[src/prhb_map.svh]
// Purpose: constants for the programmed I/O request header builder
// Assumes: one 64-bit header per request, credits numbered 0 to 15
// Notes:   field positions are inclusive bit indices of the header word; PRHB_IO_SEL_BIT indexes the physical address
`ifndef PRHB_MAP_SVH
`define PRHB_MAP_SVH

`define PRHB_RESV_HI      63
`define PRHB_RESV_LO      61
`define PRHB_RD_BIT       60
`define PRHB_CREDIT_HI    59
`define PRHB_CREDIT_LO    56
`define PRHB_SIZE_HI      55
`define PRHB_SIZE_LO      48
`define PRHB_TAG_HI       47
`define PRHB_TAG_LO       40
`define PRHB_ZERO_HI      39
`define PRHB_ZERO_LO      38
`define PRHB_CMD_HI       37
`define PRHB_CMD_LO       36
`define PRHB_ADDR_HI      35
`define PRHB_ADDR_LO      0
`define PRHB_IO_SEL_BIT   28

`define PRHB_CREDITS      16
`define PRHB_CMD_MEM64    2'h3
`define PRHB_CMD_MEM32    2'h2
`define PRHB_BUF_NORMAL   2'h0
`define PRHB_BUF_TEST     2'h1
`define PRHB_SIZE_16B     3'h4
`define PRHB_ADDR_RST     36'h0
`define PRHB_FREE_RST     16'hFFFF

`endif

[src/prhb_pkg.sv]
// Purpose: shared types for the programmed I/O request header builder
// Assumes: nothing beyond the constants header
// Notes:   only types live here
package prhb_pkg;

	typedef enum logic [1:0] {
		PRHB_SPACE_MEM64,
		PRHB_SPACE_MEM32,
		PRHB_SPACE_IO_CFG
	} prhb_space_t;

	typedef logic [3:0] prhb_credit_t;

endpackage

[src/prhb_builder.sv]
// Purpose: build request headers for the pci_io_unit, track credits, format read returns
// Assumes: all inputs come from logic on ref_clk; read data arrives with its credit tag
// Notes:   a read return also frees its credit; write credits come back on credit_ret
`timescale 1ns/10ps
`default_nettype none
`include "prhb_map.svh"

module prhb_builder (
	// clock and reset
	input  wire logic                      ref_clk,
	input  wire logic                      sys_rst,
	// request from processor_to_cache_crossbar
	input  wire logic                      req_valid,
	input  wire logic                      req_is_read,
	input  wire logic [7:0]                req_size,
	input  wire logic [5:0]                req_cpu_thread_id,
	input  wire logic                      req_from_test_port,
	input  wire logic [39:0]               req_physical_address,
	input  wire prhb_pkg::prhb_space_t     req_space,
	// configured address mask
	input  wire logic [35:0]               cfg_addr_mask,
	// header toward pci_io_unit
	output logic                           req_ready,
	output logic                           hdr_valid,
	output logic [63:0]                    hdr_data,
	// credit return for writes
	input  wire logic                      credit_ret_valid,
	input  wire prhb_pkg::prhb_credit_t    credit_ret_tag,
	// read return from pci_io_unit
	input  wire logic                      rd_ret_valid,
	input  wire prhb_pkg::prhb_credit_t    rd_ret_tag,
	input  wire logic [127:0]              rd_ret_data,
	// read return toward the crossbar
	output logic                           cpu_ret_valid,
	output logic [127:0]                   cpu_ret_data,
	output prhb_pkg::prhb_credit_t         cpu_ret_tag,
	// status
	output logic [4:0]                     outstanding
);

	logic                   req_ready_ff;
	logic                   hdr_valid_ff;
	logic [63:0]            hdr_data_ff;
	logic [15:0]            free_ff;
	logic [15:0]            nxt_free;
	logic [15:0]            full16_ff;
	logic                   cpu_ret_valid_ff;
	logic [127:0]           cpu_ret_data_ff;
	prhb_pkg::prhb_credit_t cpu_ret_tag_ff;
	logic [4:0]             outstanding_ff;
	prhb_pkg::prhb_credit_t alloc_tag;
	logic                   accept;
	logic [1:0]             nxt_cmd;
	logic [1:0]             nxt_buf;

	// lowest free credit; picking lowest keeps reuse order predictable
	function automatic prhb_pkg::prhb_credit_t first_free(input logic [15:0] v);
		prhb_pkg::prhb_credit_t r;
		r = 4'h0;
		for (int i = 15; i >= 0; i--) begin
			if (v[i]) begin
				r = 4'(i);
			end
		end
		return r;
	endfunction

	function automatic logic [4:0] count_ones(input logic [15:0] v);
		logic [4:0] c;
		c = 5'h0;
		for (int i = 0; i < 16; i++) begin
			c = c + {4'h0, v[i]};
		end
		return c;
	endfunction

	// ready is registered, so it reflects the pool before this cycle's returns and allocation
	assign accept    = req_valid && req_ready_ff;
	assign alloc_tag = first_free(free_ff);

	always_comb begin
		nxt_free = free_ff;
		if (credit_ret_valid) begin
			nxt_free[credit_ret_tag] = 1'b1;
		end
		if (rd_ret_valid) begin
			nxt_free[rd_ret_tag] = 1'b1;
		end
		if (accept) begin
			nxt_free[alloc_tag] = 1'b0;
		end
	end

	// credit pool: a tag is reused only after it came back
	always_ff @(posedge ref_clk) begin
		if (sys_rst) begin
			free_ff        <= `PRHB_FREE_RST;
			req_ready_ff   <= 1'b1;
			outstanding_ff <= 5'h0;
		end else begin
			free_ff        <= nxt_free;
			req_ready_ff   <= |nxt_free;
			outstanding_ff <= 5'(`PRHB_CREDITS) - count_ones(nxt_free);
		end
	end

	always_comb begin
		case (req_space)
			prhb_pkg::PRHB_SPACE_MEM64: nxt_cmd = `PRHB_CMD_MEM64;
			prhb_pkg::PRHB_SPACE_MEM32: nxt_cmd = `PRHB_CMD_MEM32;
			prhb_pkg::PRHB_SPACE_IO_CFG: begin
				nxt_cmd = {1'b0, req_physical_address[`PRHB_IO_SEL_BIT]};
			end
			default: nxt_cmd = `PRHB_CMD_MEM64;
		endcase
		nxt_buf = req_from_test_port ? `PRHB_BUF_TEST : `PRHB_BUF_NORMAL;
	end

	// header word; reserved top bits driven zero though the far end may not rely on it
	always_ff @(posedge ref_clk) begin
		if (sys_rst) begin
			hdr_valid_ff <= 1'b0;
			hdr_data_ff  <= 64'h0;
		end else begin
			hdr_valid_ff <= accept;
			if (accept) begin
				hdr_data_ff[`PRHB_RESV_HI:`PRHB_RESV_LO]   <= 3'h0;
				hdr_data_ff[`PRHB_RD_BIT]                  <= req_is_read;
				hdr_data_ff[`PRHB_CREDIT_HI:`PRHB_CREDIT_LO] <= alloc_tag;
				hdr_data_ff[`PRHB_SIZE_HI:`PRHB_SIZE_LO]   <= req_size;
				hdr_data_ff[`PRHB_TAG_HI:`PRHB_TAG_LO]     <= {nxt_buf, req_cpu_thread_id};
				hdr_data_ff[`PRHB_ZERO_HI:`PRHB_ZERO_LO]   <= 2'h0;
				hdr_data_ff[`PRHB_CMD_HI:`PRHB_CMD_LO]     <= nxt_cmd;
				// byte address kept whole; only the low 36 bits travel, masked
				hdr_data_ff[`PRHB_ADDR_HI:`PRHB_ADDR_LO]   <=
					req_physical_address[35:0] & cfg_addr_mask;
			end
		end
	end

	// per credit: was it a 16-byte read; only low three size bits decide
	always_ff @(posedge ref_clk) begin
		if (sys_rst) begin
			full16_ff <= 16'h0;
		end else if (accept) begin
			full16_ff[alloc_tag] <= req_is_read && (req_size[2:0] == `PRHB_SIZE_16B);
		end
	end

	// read return: 16-byte reads untouched, others get bits 127:64 in both halves; offset zero stays in the top byte of each word
	always_ff @(posedge ref_clk) begin
		if (sys_rst) begin
			cpu_ret_valid_ff <= 1'b0;
			cpu_ret_data_ff  <= 128'h0;
			cpu_ret_tag_ff   <= 4'h0;
		end else begin
			cpu_ret_valid_ff <= rd_ret_valid;
			if (rd_ret_valid) begin
				cpu_ret_tag_ff <= rd_ret_tag;
				if (full16_ff[rd_ret_tag]) begin
					cpu_ret_data_ff <= rd_ret_data;
				end else begin
					cpu_ret_data_ff <= {2{rd_ret_data[127:64]}};
				end
			end
		end
	end

	assign req_ready     = req_ready_ff;
	assign hdr_valid     = hdr_valid_ff;
	assign hdr_data      = hdr_data_ff;
	assign cpu_ret_valid = cpu_ret_valid_ff;
	assign cpu_ret_data  = cpu_ret_data_ff;
	assign cpu_ret_tag   = cpu_ret_tag_ff;
	assign outstanding   = outstanding_ff;
endmodule
`default_nettype wire

[config.mk]
export PLATFORM = sky130hd
export DESIGN_NAME = prhb_builder
export DESIGN_NICKNAME = d
export VERILOG_FILES = /design/src/prhb_pkg.sv /design/src/prhb_builder.sv
export VERILOG_INCLUDE_DIRS = /design/src
export SDC_FILE = /design/constraint.sdc
export NUM_CORES = 1
export LEC_CHECK = 0
export BUFFER_PORTS_ARGS = -buffer_cell sky130_fd_sc_hd__buf_2
export CAP_MARGIN = 30
export CORE_AREA = 3 3 168 170
export CTS_BUF_LIST = sky130_fd_sc_hd__clkbuf_4
export DETAILED_ROUTE_END_ITERATION = 16
export DIE_AREA = 0 0 171 173
export PLACE_DENSITY = 0.61
export SYNTH_ARGS = -nofsm -noshare
export SYNTH_HDL_FRONTEND = slang
export SYNTH_SLANG_ARGS = --single-unit
[constraint.sdc]
create_clock -name ref_clk -period 6.4 [get_ports ref_clk]
set_clock_uncertainty 0.1 [all_clocks]
set_input_delay 0.32 -clock ref_clk [delete_from_list [all_inputs] [get_ports ref_clk]]
set_output_delay 0.32 -clock ref_clk [all_outputs]
set_load 0.005 [all_outputs]
## Word level (Yosys, flattened, before mapping)

Index checks and enable logic that the tools add are counted.

| storage, ports and cells | value |
|---|---|
| register bits after elaboration | 231 |
| input bits | 235 |
| output and inout port bits | 204 |
| word-level logic and storage cells | 76 |

| cells by class | value |
|---|---|
| add/subtract/negate cells | 16 |
| order comparisons | 6 |
| equality and inequality tests | 3 |
| mux-type cells | 31 |
| bitwise operators | 5 |
| reductions and logical operators | 6 |

Operators with widths:

| operator | number |
|---|---|
| 4-bit two-way mux | 16 |
| 64-bit two-way mux | 1 |
| 5-bit by 1-bit adder with 5-bit output | 11 |
| 16-bit two-way mux | 3 |
| 36-bit AND | 1 |
| 16-bit bitwise OR | 2 |
| 16-bit AND | 1 |
| 16-bit bitwise mux | 1 |
| 16-bit NOT | 1 |
| 16-bit OR reduction | 1 |
| 4-bit by 5-bit < comparator with 1-bit output, second input constant | 3 |
| 1-bit demux with 4-bit select | 3 |
| 4-bit by 1-bit greater-or-equal comparator with 1-bit output, second input constant | 3 |
| 4-bit by 1-bit adder with 5-bit output | 1 |
| 1-bit logical AND | 5 |
| 1-bit two-way mux | 5 |
| 5-bit subtractor, first input constant | 1 |
| 3-bit by 1-bit adder with 4-bit output | 1 |
| 1-bit binary-select mux with 4-bit select | 1 |
| 2-bit case mux with 2 select lines | 1 |
| 2-bit by 1-bit adder with 3-bit output | 1 |
| 3-bit == test, second input constant | 1 |
| 1-bit by 1-bit adder with 2-bit output | 1 |
| 2-bit by 1-bit == test with 1-bit output, second input constant | 1 |
| 2-bit == test, second input constant | 1 |

## Logic depth before layout (Yosys ltp)

| logic depth | value |
|---|---|
| word-level depth | 39 |
| gate-level depth with buffers | 24 |
| gate-level depth less buffers | 22 |

## Least setup slack after synthesis

No wires, ideal clock.

| path | value |
|---|---|
| kind | register to register |
| start point | register free_ff[9] |
| end point | register outstanding_ff[4] (netlist: outstanding[4]) |
| library setup time | 128 ps |
| data arrival time | 5126 ps |
| data required time | 6172 ps |
| path slack | 1046 ps |
| stages on the path, launching flop included | 21 |
| path buffers | 0 |
| clock period less this slack | 5354 ps |
| cells stage by stage | dfxtp_1 or3_2 o21ai_1 a31oi_1 or3_1 o21ai_0 fa_1 ha_1 inv_1 fa_1 fa_1 inv_1 fa_1 inv_1 fa_1 inv_1 ha_1 inv_1 fa_1 xor2_1 nor2_1 |

| on the way | value |
|---|---|
| word-level cells in the longest chain between the ends | 33 |
| elaborated cells on any way between the ends | 38 |
| classes of those cells | add/sub: 16; order compare: 2; mux: 15; bitwise: 4; reduce/logical: 1 |

Ends and longest elaborated chain:

| what | line | RTL |
|---|---|---|
| start, declared | prhb_builder.sv:44 | `logic [15:0] free_ff;` |
| start signal, assigned | prhb_builder.sv:97 | `` free_ff <= `PRHB_FREE_RST; `` |
| start signal, assigned | prhb_builder.sv:101 | `free_ff <= nxt_free;` |
| 4-bit two-way mux (10 in a row) | prhb_builder.sv:61 | `if (v[i]) begin` |
| 4-bit by 5-bit < comparator with 1-bit output (not written as such) / 4-bit by 1-bit greater-or-equal comparator with 1-bit output (equally long branches) | prhb_builder.sv:90 | `nxt_free[alloc_tag] = 1'b0;` |
| 1-bit logical AND (not written as such) | prhb_builder.sv:90 |  |
| 1-bit two-way mux (not written as such) | prhb_builder.sv:90 |  |
| 1-bit demux with 4-bit select | prhb_builder.sv:90 |  |
| 16-bit NOT (no source line) | -- |  |
| 16-bit AND (no source line) | -- |  |
| 16-bit two-way mux * | prhb_builder.sv:89 | `if (accept) begin` |
| 1-bit by 1-bit adder with 2-bit output | prhb_builder.sv:72 | `c = c + {4'h0, v[i]};` |
| 2-bit by 1-bit adder with 3-bit output | prhb_builder.sv:72 |  |
| 3-bit by 1-bit adder with 4-bit output | prhb_builder.sv:72 |  |
| 4-bit by 1-bit adder with 5-bit output | prhb_builder.sv:72 |  |
| 5-bit by 1-bit adder with 5-bit output (10 in a row) | prhb_builder.sv:72 |  |
| 5-bit by 1-bit adder with 5-bit output * | prhb_builder.sv:72 |  |
| 5-bit subtractor * | prhb_builder.sv:103 | `` outstanding_ff <= 5'(`PRHB_CREDITS) - count_ones(nxt_free); `` |
| end signal, assigned | prhb_builder.sv:103 |  |
| end, declared | prhb_builder.sv:50 | `logic [4:0] outstanding_ff;` |

Mark *: on every way between the ends. The rest lies on a longest branch, timed or not.
A chain may end at the register's enable or synchronous reset.

## Final worst setup path

| path | value |
|---|---|
| start point | register free_ff[11] |
| end point | register outstanding_ff[4] (netlist: outstanding[4]) |

| on the way | value |
|---|---|
| word-level cells in the longest chain between the ends | 35 |
| elaborated cells on any way between the ends | 40 |
| classes of those cells | add/sub: 16; order compare: 2; mux: 17; bitwise: 4; reduce/logical: 1 |

Ends and longest elaborated chain:

| what | line |
|---|---|
| 4-bit two-way mux (12 in a row) | prhb_builder.sv:61 |
| 4-bit by 5-bit < comparator with 1-bit output (not written as such) / 4-bit by 1-bit greater-or-equal comparator with 1-bit output (equally long branches) | prhb_builder.sv:90 |
| 1-bit logical AND (not written as such) | prhb_builder.sv:90 |
| 1-bit two-way mux (not written as such) | prhb_builder.sv:90 |
| 1-bit demux with 4-bit select | prhb_builder.sv:90 |
| 16-bit NOT (no source line) | -- |
| 16-bit AND (no source line) | -- |
| 16-bit two-way mux * | prhb_builder.sv:89 |
| 1-bit by 1-bit adder with 2-bit output | prhb_builder.sv:72 |
| 2-bit by 1-bit adder with 3-bit output | prhb_builder.sv:72 |
| 3-bit by 1-bit adder with 4-bit output | prhb_builder.sv:72 |
| 4-bit by 1-bit adder with 5-bit output | prhb_builder.sv:72 |
| 5-bit by 1-bit adder with 5-bit output (10 in a row) | prhb_builder.sv:72 |
| 5-bit by 1-bit adder with 5-bit output * | prhb_builder.sv:72 |
| 5-bit subtractor * | prhb_builder.sv:103 |

Marks and branches as above.

==> reports/results.txt <==
Core ar. = 26900 sq um
CP peak stage delay = 0.59 ns
Initial Utilization = 36.4%
Total GRT Usage = 24.0%
row count = 60
crit path capture type = flop
metal2 WL = 18.6 mm
Switch Pwr = 0.899 mW
yosys warns = 0
PnR worst setup slack = 0.535 ns
post-synthesis async set-or-reset flop share = 0%
Avg WL per Cell = 17.5 microns
top post-synthesis cells by area = dfxtp_1 47%, mux2i_1 15%, nor2_1 6.6%
largest net degree at the start of global routing = 110
Setup-failing EPs final = 0
I/O pins = 439
Post-synth top flop = dfxtp_1
Max-Cap Viols = 0
gr ovfl total = 0
drt drc = 0
post-synthesis sequential area ratio = 47.0%
first-pass GRT wire length = 56.6 mm
CTS buffer count = 66
DR iter-0 viols = 667
combinational family with the most area after synthesis = simple AND/OR/NAND/NOR gates
Port Buffers = 428
clock share of power = 40.7%
Vias/cell = 4.94
CTS tree = built
Yosys reg bits = 230
worst-path fanout max = 5
CTS root buf = clkbuf_4
Die ar. = 29600 sq um
post-synth top area cell = dfxtp_1
status = finished, final reports clean
share of power burned in combinational logic = 14.6%
initial antenna violation count = 6
Worst slew margin = 34.2%
Die W = 171 microns
GP Congestion = 0.878
Synth Area in Simple Gates = 16.9%
Clock Pin Slew Worst Setup and Hold Paths = 0.06 ns
Synth Area in XOR/XNOR = 0.0895%
CTS Sinks = 230
Final period util = 91.6%
Syn Inst Count = 1044
cell-internal power = 2.55 mW
fmax = 0.171 GHz
maximum vdd drop = 144 uV
post-synthesis compound-gate area fraction = 11.5%
Final Routed Wirelength = 37.0 mm
post-CTS resize count = 0
post-layout min period = 5.86 ns
mux cell area share after synthesis = 15.9%
max-slew violation count = 0
CP Launch Type = flop
post-route ant nets = 0
actual slew at the worst max-slew pin = 0.987 ns
unrepaired setup endpoints after global routing = no
CP most frequent cell = fa_1
number of flops mapped to enable cells by yosys = 0
crit-path cells = nor2_1 -> a221oi_1 -> o21ai_1 -> a31oi_1 -> or3_1 -> o21ai_0 -> fa_1 -> ha_1 -> inv_1 -> fa_1 -> fa_1 -> inv_1 -> fa_1 -> inv_1 -> fa_1 -> inv_1 -> ha_1 -> inv_1 -> fa_1 -> xor2_1 -> nor2_1
DP Worst Slack = 0.586 ns
share of the synthesized area in the top cell type = 47.0%
share of layout cells above drive strength 1 = 32.1%
Routed met1 length = 13.6 mm
worst path bufs/invs = 5
pwr/cell area = 223 nW/um^2
HP Class = in -> reg
top sig layer = met4
Syn Area/Cell = 9.38 sq um
final setup TNS = 0 ns
met3 wire len = 3.33 mm
Area growth syn-to-layout = 58.0%
Final nets = 1981
routed vias = 10446
Mapped Area = 9790 sq um
Leakage = 7.07 nW
dpl hpwl = 24.1 mm
Final Hold Vio Count = 0
switching part of the total power = 26.0%
adder-cell share of the synthesized area = 3.91%
Worst EP required = 6.77 ns
Worst-Skew Late Latency = 0.65 ns
htree depth = 3
critical path arrival = 6.24 ns
DIE HEIGHT = 173 microns
vias in the first global route = 10783
Cell variety after synth = 52
total iterations of the first detailed-routing run = 5
Largest delay share family, worst path = adder cells
CTS max path bufs = 3
Crit-path slowest cell = fa_1
sequential power share = 44.7%
postcts setup bufs = 0
critical path class = reg -> reg
## synthesized netlist by cell type (2+ instances only)
library cell / number
dfxtp_1: 230
nor2_1: 171
mux2i_1: 144
nand2_1: 81
a211oi_1: 65
clkbuf_1: 61
a21oi_1: 60
nand3_1: 41
inv_1: 16
nor3_1: 14
ha_1: 13
o22ai_1: 13
nand2b_1: 12
fa_1: 11
o21ai_0: 9
buf_6: 8
or2_2: 8
buf_4: 6
nand3b_1: 6
nor2b_1: 6
buf_1: 5
mux4_2: 5
nor4_1: 5
nor4_2: 5
o31ai_1: 4
buf_2: 3
nor3b_1: 3
o211ai_1: 3
o21a_1: 3
or2_1: 3
or3_1: 3
a211o_1: 2
a31oi_1: 2
nand4_1: 2
o31a_1: 2
o32a_1: 2
or3b_2: 2
## through the flow
stage / hold WS, ns / instance area, sq um / cells / util (%) / power (mW)
finish: 0.101 / 15500 / 2115 / 57.6 / 3.45
detailed placement: 0.340 / 12100 / 1744 / 45.0 / 1.95
global placement: 0.336 / 12100 / 1743 / 44.9 / 1.94
floorplan: 0.348 / 9810 / 1049 / - / 1.75
CTS: 0.00799 / 15400 / 2108 / 57.5 / 3.49
global route: 0.0356 / 15500 / 2113 / 57.5 / 3.64
## final timing paths
check	startpoint	endpoint	slack, ns	depth (start not counted)
max	free_ff[11]$_SDFF_PP1_	outstanding[4]$_SDFF_PP0_	0.54	21
min	rd_ret_valid	cpu_ret_data[6]$_SDFFE_PP0P_	0.10	2
max reg2reg	free_ff[11]$_SDFF_PP1_	outstanding[4]$_SDFF_PP0_	0.54	21
min reg2reg	hdr_data[2]$_SDFFE_PP0P_	hdr_data[2]$_SDFFE_PP0P_	0.35	2
## per-layer routing
metal	vias up	GRT usage, %
met5	-	0
met4	0	12.1
met3	98	7.68
met2	469	42.3
met1	4841	25.4
li1	5038	-
## flip-flops by register name (all words and copies together), names as in the netlist, 4 cells and up
| signal | count |
|---|---|
| full16_ff | 16 |
| cpu_ret_tag | 4 |
| free_ff | 16 |
| cpu_ret_data | 128 |
| hdr_data | 58 |
| outstanding | 5 |
## cells by family after synthesis
| group | after synthesis |
|---|---|
| adder cells (fa/ha/maj) | 24 |
| AO/OA/AOI/OAI | 173 |
| flip-flops | 230 |
| AND/OR/NAND/NOR | 367 |
| XOR/XNOR | 1 |
| other | 1 |
| buffers and inverters | 99 |
| multiplexers | 149 |
## power groups by stage
stage,Sequential [mW],Clock (mW),Combinational (mW)
2_1_floorplan,1.58,0,0.174
3_3_place_gp,1.57,0,0.374
3_5_place_dp,1.57,0,0.379
4_1_cts,1.54,1.45,0.496
5_1_grt,1.55,1.54,0.551
6_report,1.54,1.41,0.503
## cells in the final DEF (no fill, tap or decap), types with 14 or more instances in the layout
| master | count |
|---|---|
| inv_1 | 16 |
| a211oi_1 | 65 |
| nand3_1 | 41 |
| clkbuf_4 | 98 |
| dlygate4sd3_1 | 251 |
| nand2_1 | 80 |
| mux2i_1 | 144 |
| a21oi_1 | 60 |
| buf_2 | 426 |
| dfxtp_1 | 230 |
| nor2_1 | 171 |
| nor3_1 | 14 |
## what timing repair did
| item | in CTS | in global routing |
|---|---|---|
| hold buffers | 251 | 0 |
| endpoints found under the setup margin | 0 | 0 |
| hold endpoints to repair | 197 | 0 |
## area by class of cell
class                           instances  area, sq um
Fill cell                            2341        11400
Antenna cell                            7         17.5
Multi-Input combinational cell        720         4760
Sequential cell                       230         4600
Tap cell                              341          427
Timing Repair Buffer                  688         4760
Inverter                               16         60.1
Clock inverter                         15          109
Clock buffer                           98          736
No activity file was read; power rests on OpenSTA's default activity.
